## src/hw/sram_scrub_host_pkg.sv

```systemverilog
// constants, register map and state types of the edac sram host controller
// assumes a 250 MHz ref_clk and a 32-bit ahb-lite software port
package sram_scrub_host_pkg;

    // clock
    localparam int CLK_PERIOD_PS = 4000;

    // pin timing of the asynchronous sram, in ns as specified
    localparam int T_ACCESS_NS = 20;
    localparam int T_WE_NS = 15;
    localparam int T_REC_NS = 8;
    localparam int T_STROBE_NS = 24;
    // least times round up to whole cycles
    localparam int ACCESS_CYC = (T_ACCESS_NS * 1000 + CLK_PERIOD_PS - 1) / CLK_PERIOD_PS;
    localparam int WE_CYC = (T_WE_NS * 1000 + CLK_PERIOD_PS - 1) / CLK_PERIOD_PS;
    localparam int REC_CYC = (T_REC_NS * 1000 + CLK_PERIOD_PS - 1) / CLK_PERIOD_PS;
    localparam int STROBE_CYC = (T_STROBE_NS * 1000 + CLK_PERIOD_PS - 1) / CLK_PERIOD_PS;
    // two flops of pin synchronisation lie between the pins and the capture
    localparam int SYNC_CYC = 2;

    // array geometry
    localparam int ADDR_W = 19;
    localparam int DEPTH_WORDS = 524288;

    // register byte offsets
    localparam logic [7:0] OFS_CTRL = 8'h00;
    localparam logic [7:0] OFS_ADDR = 8'h04;
    localparam logic [7:0] OFS_WDATA = 8'h08;
    localparam logic [7:0] OFS_CMD = 8'h0C;
    localparam logic [7:0] OFS_RDATA = 8'h10;
    localparam logic [7:0] OFS_STATUS = 8'h14;
    localparam logic [7:0] OFS_PERIOD = 8'h18;
    localparam logic [7:0] OFS_HYBRID = 8'h1C;
    localparam logic [7:0] OFS_ERRCNT = 8'h20;

    // field positions
    localparam int CTRL_MASTER = 0;
    localparam int CTRL_SLAVE_AUTO = 1;
    localparam int CTRL_COPY_GO = 2;
    localparam int CTRL_FILL_GO = 3;
    localparam int CMD_READ = 0;
    localparam int CMD_WRITE = 1;
    localparam int ST_ENGINE_BUSY = 0;
    localparam int ST_CMD_PEND = 1;
    localparam int ST_SWEEP = 2;
    localparam int ST_ERR = 3;
    localparam int ST_DEV_BUSY = 4;
    localparam int ST_ROLE = 5;
    localparam int ST_DEV_STROBE = 6;

    // values after reset
    localparam logic [31:0] PERIOD_RST = 32'h0000_1000;
    localparam logic [1:0] CTRL_RST = 2'h0;

    typedef enum logic [2:0] {
        S_IDLE,
        S_RD,
        S_WR,
        S_REC,
        S_STROBE
    } ctl_state_t;

    typedef enum logic [1:0] {
        SW_NONE,
        SW_COPY,
        SW_FILL
    } sweep_t;

endpackage

```

## src/hw/sram_scrub_host.sv

```systemverilog
// host controller for an edac sram with an internal scrub engine
// assumes one sram on the pins and one ahb-lite master; hreadyout is always high
//
// The AHB-Lite slave port and the register addresses are this design's own decisions.
`timescale 1ns/1ps
module sram_scrub_host #(
    parameter int DEPTH = sram_scrub_host_pkg::DEPTH_WORDS
) (
    input wire logic ref_clk,
    input wire logic rst,
    input wire logic hsel,
    input wire logic [31:0] haddr,
    input wire logic [1:0] htrans,
    input wire logic hwrite,
    input wire logic [2:0] hsize,
    input wire logic [31:0] hwdata,
    input wire logic hready,
    output logic hreadyout,
    output logic hresp,
    output logic [31:0] hrdata,
    output logic [sram_scrub_host_pkg::ADDR_W-1:0] sram_addr,
    input wire logic [31:0] dq_i,
    output logic [31:0] dq_o,
    output logic dq_oe,
    output logic sram_ce_n,
    output logic sram_oe_n,
    output logic sram_we_n,
    output logic scrub_role_select,
    input wire logic scrub_strobe_n_i,
    output logic scrub_strobe_n_o,
    output logic scrub_strobe_n_oe,
    input wire logic scrub_busy_n,
    input wire logic ecc_error_flag
);
    import sram_scrub_host_pkg::*;

    localparam logic [ADDR_W-1:0] LAST_ADDR = ADDR_W'(DEPTH - 1);

    ctl_state_t state_reg, state_next;
    sweep_t sweep_reg;
    logic [1:0] ctrl_reg;
    logic [ADDR_W-1:0] addr_reg, sweep_addr_reg, sram_addr_reg;
    logic [31:0] wdata_reg, rdata_reg, period_reg, hybrid_reg, hrdata_reg, dq_o_reg;
    logic [15:0] errcnt_reg;
    logic [1:0] cmd_pend_reg;
    logic err_reg, src_sweep_reg, role_reg;
    logic ce_n_reg, oe_n_reg, we_n_reg, dq_oe_reg, strobe_o_reg, strobe_oe_reg;
    logic wr_pend_reg;
    logic [7:0] wr_ofs_reg;
    logic [1:0] busy_ff, flag_ff, strobe_ff;
    logic [31:0] dq_ff1, dq_ff2;
    logic phase_exp, period_exp, phase_load, capture, flag_hit, sweep_step;
    logic [31:0] phase_val, status_w, rd_mux;
    logic ap_valid, wr_ctrl, wr_cmd, wr_status, wr_hybrid, wr_errcnt, dev_busy, slave_due;

    ////////////////////////////////////////////////////////////////////////////////
    // pin synchronisers; first stages feed nothing but the second
    always_ff @(posedge ref_clk or posedge rst) begin
        if (rst) begin
            busy_ff <= 2'h3;
            flag_ff <= 2'h0;
            strobe_ff <= 2'h3;
            dq_ff1 <= 32'h0000_0000;
            dq_ff2 <= 32'h0000_0000;
        end else begin
            busy_ff <= {busy_ff[0], scrub_busy_n};
            flag_ff <= {flag_ff[0], ecc_error_flag};
            strobe_ff <= {strobe_ff[0], scrub_strobe_n_i};
            dq_ff1 <= dq_i;
            dq_ff2 <= dq_ff1;
        end
    end
    assign dev_busy = !busy_ff[1];

    ////////////////////////////////////////////////////////////////////////////////
    // ahb-lite slave, zero wait states, registered read data
    assign ap_valid = hsel && htrans[1] && hready;
    assign hreadyout = 1'b1;
    assign hresp = 1'b0;
    assign hrdata = hrdata_reg;

    assign status_w = {25'h0, strobe_ff[1], role_reg, dev_busy, err_reg,
                       sweep_reg != SW_NONE, cmd_pend_reg != 2'h0, state_reg != S_IDLE};

    always_comb begin
        case (haddr[7:0])
            OFS_CTRL: rd_mux = {30'h0, ctrl_reg};
            OFS_ADDR: rd_mux = {13'h0, addr_reg};
            OFS_WDATA: rd_mux = wdata_reg;
            OFS_RDATA: rd_mux = rdata_reg;
            OFS_STATUS: rd_mux = status_w;
            OFS_PERIOD: rd_mux = period_reg;
            OFS_HYBRID: rd_mux = hybrid_reg;
            OFS_ERRCNT: rd_mux = {16'h0, errcnt_reg};
            default: rd_mux = 32'h0000_0000;
        endcase
    end

    always_ff @(posedge ref_clk or posedge rst) begin
        if (rst) begin
            wr_pend_reg <= 1'b0;
            wr_ofs_reg <= 8'h00;
            hrdata_reg <= 32'h0000_0000;
        end else begin
            wr_pend_reg <= ap_valid && hwrite;
            if (ap_valid) begin
                wr_ofs_reg <= haddr[7:0];
            end
            if (ap_valid && !hwrite) begin
                hrdata_reg <= rd_mux;
            end
        end
    end

    assign wr_ctrl = wr_pend_reg && (wr_ofs_reg == OFS_CTRL);
    assign wr_cmd = wr_pend_reg && (wr_ofs_reg == OFS_CMD);
    assign wr_status = wr_pend_reg && (wr_ofs_reg == OFS_STATUS);
    assign wr_hybrid = wr_pend_reg && (wr_ofs_reg == OFS_HYBRID);
    assign wr_errcnt = wr_pend_reg && (wr_ofs_reg == OFS_ERRCNT);

    always_ff @(posedge ref_clk or posedge rst) begin
        if (rst) begin
            ctrl_reg <= CTRL_RST;
            addr_reg <= '0;
            wdata_reg <= 32'h0000_0000;
            period_reg <= PERIOD_RST;
        end else if (wr_pend_reg) begin
            if (wr_ofs_reg == OFS_CTRL) ctrl_reg <= hwdata[1:0];
            if (wr_ofs_reg == OFS_ADDR) addr_reg <= hwdata[ADDR_W-1:0];
            if (wr_ofs_reg == OFS_WDATA) wdata_reg <= hwdata;
            if (wr_ofs_reg == OFS_PERIOD) period_reg <= hwdata;
        end
    end

    ////////////////////////////////////////////////////////////////////////////////
    // role select: fixed master bit or a timed hybrid window
    always_ff @(posedge ref_clk or posedge rst) begin
        if (rst) begin
            hybrid_reg <= 32'h0000_0000;
            role_reg <= 1'b0;
        end else begin
            if (wr_hybrid) begin
                hybrid_reg <= hwdata;
            end else if (hybrid_reg != 32'h0000_0000) begin
                hybrid_reg <= hybrid_reg - 32'h0000_0001;
            end
            role_reg <= ctrl_reg[CTRL_MASTER] || (hybrid_reg != 32'h0000_0000);
        end
    end
    assign scrub_role_select = role_reg;

    ////////////////////////////////////////////////////////////////////////////////
    // command, sweep and error bookkeeping
    assign capture = (state_reg == S_RD) && phase_exp;
    assign flag_hit = capture && flag_ff[1];
    assign sweep_step = (state_reg == S_REC) && phase_exp && src_sweep_reg;

    always_ff @(posedge ref_clk or posedge rst) begin
        if (rst) begin
            cmd_pend_reg <= 2'h0;
        end else if (wr_cmd && cmd_pend_reg == 2'h0) begin
            cmd_pend_reg <= {hwdata[CMD_WRITE], hwdata[CMD_READ] && !hwdata[CMD_WRITE]};
        end else if (state_reg == S_IDLE && state_next != S_IDLE && !src_sweep_next()) begin
            cmd_pend_reg <= 2'h0;
        end
    end

    always_ff @(posedge ref_clk or posedge rst) begin
        if (rst) begin
            sweep_reg <= SW_NONE;
            sweep_addr_reg <= '0;
        end else if (sweep_reg == SW_NONE) begin
            sweep_addr_reg <= '0;
            if (wr_ctrl && hwdata[CTRL_FILL_GO]) sweep_reg <= SW_FILL;
            else if (wr_ctrl && hwdata[CTRL_COPY_GO]) sweep_reg <= SW_COPY;
        end else if (sweep_step) begin
            if (sweep_addr_reg == LAST_ADDR) begin
                sweep_reg <= SW_NONE;
            end else begin
                sweep_addr_reg <= sweep_addr_reg + 1'b1;
            end
        end
    end

    // a flag arriving with the clear write still sets the bit
    always_ff @(posedge ref_clk or posedge rst) begin
        if (rst) begin
            err_reg <= 1'b0;
            errcnt_reg <= 16'h0000;
            rdata_reg <= 32'h0000_0000;
        end else begin
            if (flag_hit) err_reg <= 1'b1;
            else if (wr_status && hwdata[ST_ERR]) err_reg <= 1'b0;
            if (flag_hit && errcnt_reg != 16'hFFFF) errcnt_reg <= errcnt_reg + 16'h0001;
            else if (wr_errcnt && !flag_hit) errcnt_reg <= 16'h0000;
            if (capture && !src_sweep_reg) rdata_reg <= dq_ff2;
        end
    end

    ////////////////////////////////////////////////////////////////////////////////
    // pin sequencer
    function automatic logic src_sweep_next();
        return (cmd_pend_reg == 2'h0);
    endfunction

    assign slave_due = !role_reg && ctrl_reg[CTRL_SLAVE_AUTO] && period_exp;

    always_comb begin
        state_next = state_reg;
        case (state_reg)
            S_IDLE: begin
                if (role_reg && dev_busy) begin
                    state_next = S_IDLE;
                end else if (cmd_pend_reg[CMD_WRITE]) begin
                    state_next = S_WR;
                end else if (cmd_pend_reg[CMD_READ]) begin
                    state_next = S_RD;
                end else if (sweep_reg == SW_FILL) begin
                    state_next = S_WR;
                end else if (sweep_reg == SW_COPY) begin
                    state_next = S_RD;
                end else if (slave_due) begin
                    state_next = S_STROBE;
                end
            end
            S_RD: if (phase_exp) state_next = (src_sweep_reg) ? S_WR : S_IDLE;
            S_WR: if (phase_exp) state_next = S_REC;
            S_REC: if (phase_exp) state_next = S_IDLE;
            S_STROBE: if (phase_exp) state_next = S_IDLE;
            default: state_next = S_IDLE;
        endcase
    end

    assign phase_load = (state_next != state_reg);
    always_comb begin
        case (state_next)
            S_RD: phase_val = 32'(ACCESS_CYC + SYNC_CYC - 1);
            S_WR: phase_val = 32'(WE_CYC - 1);
            S_REC: phase_val = 32'(REC_CYC - 1);
            S_STROBE: phase_val = 32'(STROBE_CYC - 1);
            default: phase_val = 32'h0000_0000;
        endcase
    end

    cycle_timer #(.W(32)) phase_timer (
        .ref_clk(ref_clk),
        .rst(rst),
        .load(phase_load),
        .load_val(phase_val),
        .expired(phase_exp)
    );

    // period restarts when the strobe begins, so spacing is start to start
    cycle_timer #(.W(32)) period_timer (
        .ref_clk(ref_clk),
        .rst(rst),
        .load(state_reg == S_IDLE && state_next == S_STROBE),
        .load_val(period_reg),
        .expired(period_exp)
    );

    // pins are registered, all but strobe_oe_reg from the next state, so they change cleanly on edges
    always_ff @(posedge ref_clk or posedge rst) begin
        if (rst) begin
            state_reg <= S_IDLE;
            src_sweep_reg <= 1'b0;
            sram_addr_reg <= '0;
            dq_o_reg <= 32'h0000_0000;
            ce_n_reg <= 1'b1;
            oe_n_reg <= 1'b1;
            we_n_reg <= 1'b1;
            dq_oe_reg <= 1'b0;
            strobe_o_reg <= 1'b1;
            strobe_oe_reg <= 1'b0;
        end else begin
            state_reg <= state_next;
            if (state_reg == S_IDLE && state_next != S_IDLE && state_next != S_STROBE) begin
                src_sweep_reg <= src_sweep_next();
                sram_addr_reg <= src_sweep_next() ? sweep_addr_reg : addr_reg;
                dq_o_reg <= wdata_reg;
            end else if (capture && src_sweep_reg) begin
                dq_o_reg <= dq_ff2;
            end
            ce_n_reg <= !(state_next == S_RD || state_next == S_WR || state_next == S_REC);
            oe_n_reg <= (state_next != S_RD);
            we_n_reg <= (state_next != S_WR);
            dq_oe_reg <= (state_next == S_WR || state_next == S_REC);
            strobe_o_reg <= (state_next != S_STROBE);
            strobe_oe_reg <= !(ctrl_reg[CTRL_MASTER] || (hybrid_reg != 32'h0000_0000));
        end
    end

    assign sram_addr = sram_addr_reg;
    assign dq_o = dq_o_reg;
    assign dq_oe = dq_oe_reg;
    assign sram_ce_n = ce_n_reg;
    assign sram_oe_n = oe_n_reg;
    assign sram_we_n = we_n_reg;
    assign scrub_strobe_n_o = strobe_o_reg;
    assign scrub_strobe_n_oe = strobe_oe_reg;

    ////////////////////////////////////////////////////////////////////////////////
    // checks
    property p_no_access_busy;
        @(posedge ref_clk) disable iff (rst)
        (state_reg == S_IDLE && role_reg && dev_busy) |=> ce_n_reg;
    endproperty
    a_no_access_busy: assert property (p_no_access_busy)
        else $error("memory access started during master scrub");

    property p_strobe_slave_only;
        @(posedge ref_clk) disable iff (rst)
        !scrub_strobe_n_o |-> scrub_strobe_n_oe && !role_reg;
    endproperty
    a_strobe_slave_only: assert property (p_strobe_slave_only)
        else $error("scrub strobe driven low outside slave mode");

    property p_strobe_width;
        @(posedge ref_clk) disable iff (rst)
        $fell(scrub_strobe_n_o) |-> !scrub_strobe_n_o [*6] ##1 scrub_strobe_n_o;
    endproperty
    a_strobe_width: assert property (p_strobe_width)
        else $error("scrub strobe low time wrong");

    property p_hybrid_role;
        @(posedge ref_clk) disable iff (rst)
        (hybrid_reg != 32'h0000_0000) |=> role_reg;
    endproperty
    a_hybrid_role: assert property (p_hybrid_role)
        else $error("role select low inside hybrid window");

    property p_fill_data;
        @(posedge ref_clk) disable iff (rst)
        (!we_n_reg && src_sweep_reg && sweep_reg == SW_FILL) |-> dq_oe_reg && dq_o_reg == wdata_reg;
    endproperty
    a_fill_data: assert property (p_fill_data)
        else $error("fill writes wrong data");

    property p_copy_back;
        @(posedge ref_clk) disable iff (rst)
        (capture && src_sweep_reg && sweep_reg == SW_COPY) |=> ##1 !we_n_reg && dq_o_reg == $past(dq_ff2, 2);
    endproperty
    a_copy_back: assert property (p_copy_back)
        else $error("sweep did not write back the read value");

    property p_sweep_step;
        @(posedge ref_clk) disable iff (rst)
        (sweep_step && sweep_addr_reg != LAST_ADDR) |=> sweep_addr_reg == $past(sweep_addr_reg) + 1'b1;
    endproperty
    a_sweep_step: assert property (p_sweep_step)
        else $error("sweep address did not step by one");

    property p_we_width;
        @(posedge ref_clk) disable iff (rst)
        $fell(we_n_reg) |-> !we_n_reg [*4] ##1 we_n_reg && !ce_n_reg && dq_oe_reg;
    endproperty
    a_we_width: assert property (p_we_width)
        else $error("write strobe width or hold wrong");

    property p_read_pins;
        @(posedge ref_clk) disable iff (rst)
        !oe_n_reg |-> !ce_n_reg && we_n_reg && !dq_oe_reg;
    endproperty
    a_read_pins: assert property (p_read_pins)
        else $error("read phase pins inconsistent");

    property p_err_sticky;
        @(posedge ref_clk) disable iff (rst)
        flag_hit |=> err_reg;
    endproperty
    a_err_sticky: assert property (p_err_sticky)
        else $error("error flag not recorded");

    c_strobe: cover property (@(posedge ref_clk) disable iff (rst) $fell(scrub_strobe_n_o));
    c_busy_wait: cover property (@(posedge ref_clk) disable iff (rst)
        state_reg == S_IDLE && role_reg && dev_busy && cmd_pend_reg != 2'h0);
    c_copy: cover property (@(posedge ref_clk) disable iff (rst) sweep_step && sweep_reg == SW_COPY);
    c_err: cover property (@(posedge ref_clk) disable iff (rst) flag_hit);
endmodule // sram_scrub_host

```

## src/hw/cycle_timer.sv

```systemverilog
// loadable down counter; expired is high while the count stands at zero
// assumes load and load_val come from logic on ref_clk
`timescale 1ns/1ps
module cycle_timer #(
    parameter int W = 32
) (
    input wire logic ref_clk,
    input wire logic rst,
    input wire logic load,
    input wire logic [W-1:0] load_val,
    output logic expired
);
    logic [W-1:0] count_reg;

    always_ff @(posedge ref_clk or posedge rst) begin
        if (rst) begin
            count_reg <= '0;
        end else if (load) begin
            count_reg <= load_val;
        end else if (count_reg != '0) begin
            count_reg <= count_reg - 1'b1;
        end
    end

    assign expired = (count_reg == '0);
endmodule // cycle_timer

```

## config.mk

```make
export PLATFORM = sky130hd
export DESIGN_NAME = sram_scrub_host
export DESIGN_NICKNAME = d
export VERILOG_FILES = /design/src/hw/sram_scrub_host_pkg.sv /design/src/hw/sram_scrub_host.sv /design/src/hw/cycle_timer.sv
export SDC_FILE = /design/constraint.sdc
export NUM_CORES = 1
export LEC_CHECK = 0
export BUFFER_PORTS_ARGS = -buffer_cell sky130_fd_sc_hd__buf_2
export CELL_PAD_IN_SITES_DETAIL_PLACEMENT = 1
export CELL_PAD_IN_SITES_GLOBAL_PLACEMENT = 1
export CORE_MARGIN = 3
export CORE_UTILIZATION = 40
export CTS_CLUSTER_SIZE = 8
export DETAILED_ROUTE_END_ITERATION = 10
export PLACE_DENSITY_LB_ADDON = 0.1
export SYNTH_ARGS = -nofsm -noshare
export SYNTH_HDL_FRONTEND = slang
export SYNTH_SLANG_ARGS = --single-unit
```

## constraint.sdc

```tcl
create_clock -name ref_clk -period 33.9 [get_ports ref_clk]
set_clock_uncertainty 0.05 [all_clocks]
set_input_delay 6.78 -clock ref_clk [delete_from_list [all_inputs] [get_ports ref_clk]]
set_output_delay 6.78 -clock ref_clk [all_outputs]
set_load 0.02 [all_outputs]
```

==> run metrics, run 1 <==
Post-Syn Instances=between 1.5k and 2k; Final Hold Fails=0; nets=just over 2k; CP max stage cell=or4b_2; worst slew pin tran=1.11 ns; CP bufs+invs=2; Final TNS setup=0 ns; Slew HR=0.257; Port Buffers=between 150 and 200; worst skew pair latency=approximately 0.62 ns; Post-synth EDFFs=0; max-slew violations=0; Worst VDD drop=about 0.045 mV; Sink Count=426; GRT Overall Usage=0.232; Area contributors post-synth=dfrtp_1 (55%), mux2_2 (7.3%), o21ai_0 (3.8%), nand2_1 (3.7%), nor2_1 (2.9%); DP Wirelength=about 40 mm; sequential fraction of the synthesis area=0.564; Hold Buf Count CTS=0; placed cells=2458; mapped cell area=between 0.015 and 0.02 mm^2; fmax=0.117 GHz; most frequent cells after synthesis=dfrtp_1 (417), nand2_1 (184), nor2_1 (146); Layout Utilization=0.473; core area=roughly 0.047 mm^2; layout overhead on the synthesized area=16.6%; grt ovf=0; IO Count=about 200; pin count of the biggest net entering global routing=about 160; drt total wl=just under 60 mm; Initial Util=0.405; Seq cells post-synth=between 400 and 500; design area=between 0.02 and 0.025 mm^2; antenna violations before repair=1; Final setup viols=0; CP arrival=about 9.1 ns; first-pass GRT wire length=about 90 mm; DR WL/cell=roughly 23 um; Hold Crit Depth=0; sequential power share=0.456; Sequential Area=~0.011 mm^2; Filler Cell Count=between 5k and 6k; clk root buf=clkbuf_16; worst reg-to-reg path cell count=6; vias in the first global route=around 15k; status=complete, no violations; Ant. Diodes=0; H-tree depth=2; PD cells=~62 mW/mm^2; leading area contributor after synthesis=dfrtp_1; clk slew on worst S/H paths=0.05 ns; async set-or-reset flop fraction in the synthesized netlist=1.00; routability cong.=0.829; die outline height=about 220 um; DRT iter0 DRCs=just over 800; Syn Nets=~1.9k; Final ANT Viol Nets=0; Hold WC Path Type=flip-flop to flip-flop; flop2flop setup slack=~30 ns; hold path startpoint=dq_ff1[8]$_DFF_PP0_; Sw Ratio=0.295; post-synthesis cell type count=74; CTS tree=done; Crit path max-delay family=simple AND/OR/NAND/NOR gates; clock buffer depth=3; count leader, synth=dfrtp_1; CP endpoint kind=flip-flop; drt via density=roughly 5.6; ys flop type=dfrtp_1; part of the cycle the worst path needs=0.253; Critical Path Start Type=primary input; placed cell areas=0.0204 mm^2; layout cells sized above 1=0.222; Worst path depth=8; chip width=around 220 um; CP endpoint=hrdata[1]$_DFFE_PP0P_; crit-path cells=buf_2, or4b_2, nor2_1, and3_1, buf_4, a22oi_1, a31oi_1, a21o_1; postcts setup bufs=0; multi-input logic area=around 0.0078 mm^2; crit path time final=around 8.6 ns; P_int=~960 uW; crit-path max cell delay=approximately 0.80 ns; total number of yosys warnings=0; DR pass1 iterations=5; Die Area=~0.05 mm^2; reg2reg end=errcnt_reg[15]$_DFFE_PP0P_; vias=roughly 14k; RSZ-0062 raised after global routing=no; MaxCap Viol Count=0; P_leak=approximately 10 nW; R2R Path Start=phase_timer.count_reg[16]$_DFFE_PP0P_; CTS resizes=0; Mean Syn Cell Area=10.8 um^2; CP max FO=32; Comb pwr share=0.150; CP Launch Point=haddr[5]; drc violations=0; critical path class=primary input to flip-flop; share of the synthesized area in the top cell type=0.552; Final Instance Count excl. Fillers=about 2.5k; # rows=between 70 and 80; clock network fraction of design power=0.394; cts bufs inserted=slightly below 60; Switch Pwr=between 400 and 500 uW; CP Data Required Time=34.40 ns
-- stage by stage --
| stage | hold WS, ns | total power, mW | worst slack, ns |
|---|---|---|---|
| 5_1_grt | 0.300 | 1.44 | 25.22 |
| 3_5_place_dp | 0.286 | 0.836 | 24.73 |
| 2_1_floorplan | 0.281 | 0.759 | 15.22 |
| 3_3_place_gp | 0.283 | 0.829 | 24.80 |
| 4_1_cts | 0.292 | 1.38 | 25.36 |
| 6_report | 0.288 | 1.37 | 25.32 |
-- worst min-delay path by stage --
stage,end,slack (ns)
6_report,dq_ff2[8]$_DFF_PP0_,0.29
5_1_grt,dq_ff2[13]$_DFF_PP0_,0.30
4_1_cts,dq_ff2[28]$_DFF_PP0_,0.29
3_5_place_dp,dq_ff2[13]$_DFF_PP0_,0.29
3_3_place_gp,dq_ff2[18]$_DFF_PP0_,0.28
2_1_floorplan,dq_ff2[0]$_DFF_PP0_,0.28
-- layout by cell type (no fill, tap or decap), types with 29 or more instances in the layout --
| cell | n |
|---|---|
| xor2_1 | 41 |
| nand3_1 | 49 |
| nand2_1 | 183 |
| o21ai_0 | 145 |
| nor3_1 | 44 |
| a22oi_1 | 61 |
| mux2_2 | 123 |
| xnor2_1 | 51 |
| nor2_1 | 142 |
| clkbuf_16 | 59 |
| dfrtp_1 | 417 |
| buf_2 | 170 |
| nor4_1 | 29 |
| a21oi_1 | 62 |
-- area by class of cell --
class	instances	area share
clock buffers	85	0.0714
inverters	27	0.00494
clock inverters	4	0.00255
repair buffers	197	0.0483
flip-flops and latches	426	0.484
well taps	607	0.0344
multi-input cells	1201	0.354
-- worst reg2reg max path, cell delays in order (launching register included) --
cell      delay (ns)
dfrtp_1         0.44
or4_4           0.57
and4bb_1        0.62
nand4_1         0.72
nor2_1          0.72
nand3_1         0.18
mux2i_1         0.15
-- power by group through the flow --
stage	clock network [mW]	logic, mW	registers, mW
detailed placement	0	0.206	0.630
floorplan	0	0.118	0.641
finish	0.539	0.205	0.622
global placement	0	0.202	0.628
CTS	0.554	0.209	0.623
global route	0.577	0.230	0.630
-- cells by family after synthesis --
group	Yosys count	share of synthesized area
other cells	2	0.000397
compound gates	359	0.120
flops	426	0.564
buf+inv	118	0.0259
mux	150	0.0875
fa+ha+maj	6	0.00397
simple gates	592	0.156
xor+xnor	92	0.0426
-- layer usage --
layer	up-vias	global-route usage	routed length (um)
met5	-	0	13
met4	2	0.0656	1430
met3	91	0.0471	2930
met2	325	0.380	27500
met1	7337	0.313	25800
li1	6586	-	-
(Power assumes the default switching activity.)
==> run 2, diff against run 1 <==
==> constraint.sdc (replaced) <==
create_clock -name ref_clk -period 8.2 [get_ports ref_clk]
set_clock_uncertainty 0.05 [all_clocks]
set_input_delay 1.64 -clock ref_clk [delete_from_list [all_inputs] [get_ports ref_clk]]
set_output_delay 1.64 -clock ref_clk [all_outputs]
set_load 0.02 [all_outputs]
==> run 2 against run 1 <==
  * Combinational power rose to 4.2 times the previous value
  * Hold slack worse by 0.0015 ns
  * Via count up 0.90%
  * Sequential share of layout area about the same
  * Die area unchanged
  * Cell count up 0.12%
  * Routed wire length up 1.2%
  * Non-clock buffer count up 3
  * Worst setup slack worse by 21 ns
  * First-iteration DRC count up 17%
  * Power rose to 4.1 times the previous value
  * Global-route usage up 0.37 points
  * Critical path type is now flip-flop to flip-flop
  * Largest cell class unchanged
==> run metrics, run 2 (synthesis gave the netlist of run 1 again) <==
status=complete, no violations; part of the cycle the worst path needs=0.432; PD cells=~260 mW/mm^2; Hold Crit Depth=0; Final Hold Fails=0; WHS Endpoint=dq_ff2[30]$_DFF_PP0_; pin count of the biggest net entering global routing=about 160; Slew HR=0.302; design area=0.0221 mm^2; Layout Utilization=0.473; IO Count=~200; clk root buf=clkbuf_16; Final ANT Viol Nets=0; postcts setup bufs=0; flop2flop setup slack=between 4 and 5 ns; CP arrival=3.96 ns; Initial Util=0.405; die outline height=~220 um; DP Wirelength=39.9 mm; clock buffer depth=3; chip width=around 220 um; first-pass GRT wire length=roughly 90 mm; worst skew pair latency=0.62 ns; P_leak=approximately 10 nW; clk slew on worst S/H paths=roughly 0.05 ns; layout cells sized above 1=0.223; vias in the first global route=15.5k; reg2reg end=errcnt_reg[15]$_DFFE_PP0P_; Ant. Diodes=0; crit-path cells=nor4_1, and4bb_1, nand4_1, nor2_1, nand3_1, mux2i_1; leading cell types in the layout, fill and taps excluded=dfrtp_1 (417), nand2_1 (183), buf_2 (170); cts bufs inserted=59; crit-path max cell delay=0.69 ns; CP Data Required Time=about 8.6 ns; commonest non-fill, non-tap cell in the layout=dfrtp_1; layout overhead on the synthesized area=16.7%; grt ovf=0; drt via density=~5.7; Critical Path Start Type=flip-flop; H-tree depth=2; drt total wl=around 58 mm; DRT iter0 DRCs=about 960; CP bufs+invs=0; crit path time final=around 3.5 ns; PnR Total Power=between 5 and 6 mW; Final setup viols=0; MaxCap Viol Count=0; CTS tree=done; placed cell areas=0.0204 mm^2; core area=between 0.04 and 0.05 mm^2; Sink Count=around 430; max-slew violations=0; worst hold margin=about 0.29 ns; drc violations=0; Hold Buf Count CTS=0; fmax=around 0.28 GHz; routability cong.=0.825; DR WL/cell=between 20 and 25 um; Hold WC Path Type=flip-flop to flip-flop; Final TNS setup=0 ns; CP max stage cell=nor2_1; RSZ-0062 raised after global routing=no; CP endpoint kind=flip-flop; R2R Path Start=phase_timer.count_reg[12]$_DFFE_PP0P_; CTS resizes=0; Die Area=0.0499 mm^2; critical path class=flip-flop to flip-flop; DR pass1 iterations=5; Worst VDD drop=roughly 0.19 mV; vias=14.5k; nets=between 2k and 2.5k; CP max FO=12; Crit path max-delay family=simple AND/OR/NAND/NOR gates; Port Buffers=170; worst slew pin tran=1.02 ns; antenna violations before repair=1; worst reg-to-reg path cell count=6; hold path startpoint=dq_ff1[30]$_DFF_PP0_; GRT Overall Usage=0.235; # rows=slightly below 80
run 2: where the power goes:
| part | switching (mW) | internal (mW) |
|---|---|---|
| Combinational | 0.528 | 0.324 |
| Sequential | 0.223 | 2.35 |
| Clock | 0.917 | 1.31 |
| Total | 1.67 | 3.98 |
run 2: worst max-delay path by stage:
| stage | from | to | slack [ns] | cells past startpoint |
|---|---|---|---|---|
| finish | phase_timer.count_reg[12]$_DFFE_PP0P_ | errcnt_reg[15]$_DFFE_PP0P_ | 4.66 | 6 |
| global route | phase_timer.count_reg[12]$_DFFE_PP0P_ | errcnt_reg[15]$_DFFE_PP0P_ | 4.37 | 6 |
| CTS | phase_timer.count_reg[12]$_DFFE_PP0P_ | errcnt_reg[15]$_DFFE_PP0P_ | 4.64 | 6 |
| detailed placement | haddr[5] | hrdata[1]$_DFFE_PP0P_ | 4.18 | 8 |
| global placement | haddr[5] | hrdata[1]$_DFFE_PP0P_ | 4.27 | 8 |
| floorplan | rst | addr_reg[0]$_DFFE_PP0P_ | 0.77 | 1 |
run 2: metal layers:
layer | global-route usage | share of wire | up-vias
met5 | 0 | 0.00022 | -
met4 | 0.0687 | 0.027 | 2
met3 | 0.0476 | 0.048 | 91
met2 | 0.388 | 0.48 | 326
met1 | 0.316 | 0.45 | 7467
li1 | - | - | 6584
run 2: layout make-up:
class | count | area (um^2)
Fill cell | 5131 | 24600
Clock inverter | 4 | 60.1
Inverter | 27 | 105
Tap cell | 607 | 759
Multi-Input combinational cell | 1201 | 7820
Timing Repair Buffer | 200 | 1090
Sequential cell | 426 | 10700
Clock buffer | 85 | 1570
run 2: worst register-to-register path, delay by kind of cell, from the launching register on:
kind,cells,cell delay [ns]
flip-flops,1,0.44
AND/OR/NAND/NOR,5,2.75
multiplexers,1,0.15
run 2: per-stage QoR:
stage	std cells	worst slack, ns
global placement	2461	4.27
global route	2550	4.37
CTS	2550	4.64
floorplan	1745	0.768
finish	2550	4.66
detailed placement	2461	4.18
==> run 3, diff against run 2 <==
--- a/config.mk
+++ b/config.mk
@@ -5,6 +5,7 @@
 export SDC_FILE = /design/constraint.sdc
 export NUM_CORES = 1
 export LEC_CHECK = 0
+export ABC_AREA = 1
 export BUFFER_PORTS_ARGS = -buffer_cell sky130_fd_sc_hd__buf_2
 export CELL_PAD_IN_SITES_DETAIL_PLACEMENT = 1
 export CELL_PAD_IN_SITES_GLOBAL_PLACEMENT = 1
==> constraint.sdc (replaced) <==
create_clock -name ref_clk -period 3.6 [get_ports ref_clk]
set_clock_uncertainty 0.05 [all_clocks]
set_input_delay 0.72 -clock ref_clk [delete_from_list [all_inputs] [get_ports ref_clk]]
set_output_delay 0.72 -clock ref_clk [all_outputs]
set_load 0.02 [all_outputs]
==> run 3 against run 2 <==
  * Synthesized cell count is 34% higher
  * Hold slack lost 0.15 ns
  * Cell count increased by 26%
  * Worst setup slack lost 4.2 ns
  * Design area is 4.6% higher
  * Critical path depth rose by 7
==> run metrics, run 3 <==
Port Buffers=170; Final setup viols=0; clock buffer depth=3; post-synthesis cell type count=between 50 and 60; worst skew pair latency=~0.62 ns; async set-or-reset flop fraction in the synthesized netlist=1.00; count leader, synth=nand2_1; status=complete, no violations; CP max FO=31; R2R Path Start=cmd_pend_reg[0]$_DFFE_PP0P_; nets=approximately 2.6k; Sink Count=around 430; Slew HR=0.283; most frequent cells after synthesis=nand2_1 (594), dfrtp_1 (417), inv_1 (294); # rows=80; Final Hold Fails=0; Setup WS pre-CTS=~0.43 ns; share of the synthesized area in the top cell type=0.529; grt ovf=0; Final TNS setup=0 ns; CTS tree=done; CP arrival=3.59 ns; Seq cells post-synth=between 400 and 500; worst slew pin tran=1.07 ns; Critical Path Start Type=flip-flop; sequential fraction of the synthesis area=0.541; Hold Buf Count CTS=0; CP Launch Point=cmd_pend_reg[0]$_DFFE_PP0P_; Area contributors post-synth=dfrtp_1 (53%), nand2_1 (11%), o21ai_0 (6.1%), inv_1 (5.6%), xor2_1 (3.5%); ys flop type=dfrtp_1; DR pass1 iterations=5; pin count of the biggest net entering global routing=80; Worst Setup Slack, final=approximately 0.45 ns; CP endpoint kind=flip-flop; clk root buf=clkbuf_16; Syn Nets=2447; design area=0.0231 mm^2; layout overhead on the synthesized area=17.1%; MaxCap Viol Count=0; postcts setup bufs=0; PnR Total Power=between 10 and 15 mW; part of the cycle the worst path needs=0.876; drc violations=0; commonest non-fill, non-tap cell in the layout=nand2_1; leading cell types in the layout, fill and taps excluded=nand2_1 (592), dfrtp_1 (417), inv_1 (292); routability cong.=around 0.88; P_leak=between 10 and 15 nW; drt total wl=64.1 mm; fmax=about 0.32 GHz; drt via density=between 5 and 6; Final ANT Viol Nets=0; cts bufs inserted=59; Die Area=roughly 0.052 mm^2; vias=around 17k; DP Wirelength=47.1 mm; Worst VDD drop=roughly 0.39 mV; PD cells=roughly 640 mW/mm^2; leading area contributor after synthesis=dfrtp_1; vias in the first global route=~18k; Initial Util=0.409; DRT iter0 DRCs=approximately 1.0k; max-slew violations=0; Post-Syn Instances=about 2.3k; total number of yosys warnings=0; placed cell areas=~0.021 mm^2; GRT Overall Usage=0.248; Post-synth EDFFs=0; crit path time final=roughly 3.2 ns; Mean Syn Cell Area=~8.5 um^2; die outline height=228 um; Ant. Diodes=0; clk slew on worst S/H paths=0.06 ns; antenna violations before repair=0; core area=0.0482 mm^2; H-tree depth=2; critical path class=flip-flop to flip-flop; first-pass GRT wire length=102 mm; RSZ-0062 raised after global routing=no; IO Count=around 200; CP Data Required Time=around 4.0 ns; mapped cell area=0.0197 mm^2; Hold WC Path Type=primary input to async pin; DR WL/cell=approximately 20 um; chip width=around 230 um; layout cells sized above 1=0.131; CTS resizes=0
-- run 3: cell count changes in the layout (fill, tap and decap cells not counted), sizes merged, moves of 42 or more --
cell   change
o21ai    +108
nor2      +42
mux2     -121
inv      +273
o22ai     +53
nand3     +69
nand2    +414
a22oi     -61
-- run 3: final timing paths --
check,end,slack (ns),depth (start not counted)
worst max-delay path,phase_timer.count_reg[1]$_DFFE_PP0P_,0.45,13
worst min-delay path,hybrid_reg[5]$_DFFE_PP0P_,0.13,2
worst max register to register,phase_timer.count_reg[1]$_DFFE_PP0P_,0.45,13
worst min register to register,dq_ff2[9]$_DFF_PP0_,0.29,0
max in group asynchronous,sweep_addr_reg[5]$_DFFE_PP0P_,2.40,4
min in group ref_clk,dq_ff1[21]$_DFF_PP0_,0.15,1
-- run 3: layer usage --
layer	GRT usage	up-vias	part of all wire
met1	0.350	8354	0.46
met2	0.396	397	0.46
li1	-	7892	-
met5	0	-	0
met4	0.0772	0	0.029
met3	0.0348	109	0.050
-- run 3: cells by family (layout without fill, tap and decap cells) --
logic type | after synthesis | count (layout) | share of synthesized area
xor gates and xnor gates | 95 | 95 | 0.0422
buffers and inverters | 381 | 607 | 0.0771
adders and majority gates | 6 | 6 | 0.00381
and+or+nand+nor | 1027 | 1027 | 0.223
muxes | 2 | 2 | 0.00114
other | 2 | 2 | 0.000381
AOI/OAI and AO/OA | 393 | 393 | 0.111
DFF | 426 | 426 | 0.541
-- run 3: report_power, final --
part	switching, mW	internal (mW)
combinational	2.56	1.17
sequential	0.527	5.51
clock	2.11	3.02
-- run 3: per-stage QoR --
| step | hold WS, ns | cells | util |
|---|---|---|---|
| 6_report | 0.134 | 3214 | 0.479 |
| 5_1_grt | 0.126 | 3214 | 0.479 |
| 4_1_cts | 0.102 | 3214 | 0.479 |
| 3_5_place_dp | 0.286 | 3120 | 0.444 |
| 3_3_place_gp | 0.281 | 3120 | 0.444 |
| 2_1_floorplan | 0.281 | 2332 | - |
-- run 3: critical path, stage by stage (launching register included) --
cell,delay (ns)
dfrtp_1,0.40
nor2_1,0.14
inv_1,0.32
nor4_1,0.66
nand2_1,0.11
buf_4,0.21
nand3_1,0.08
nand2_1,0.06
nand2_1,0.08
inv_1,0.09
nand2_2,0.51
nand2_1,0.15
nand2_1,0.10
nand2_1,0.05
-- run 3: layout make-up --
| cell class | instances | area (um^2) |
|---|---|---|
| Inverter | 301 | 1140 |
| Tap cell | 656 | 821 |
| Sequential cell | 426 | 10700 |
| Fill cell | 5788 | 25100 |
| Clock inverter | 2 | 50.0 |
| Multi-Input combinational cell | 1525 | 7540 |
| Clock buffer | 92 | 1610 |
| Timing Repair Buffer | 212 | 1270 |
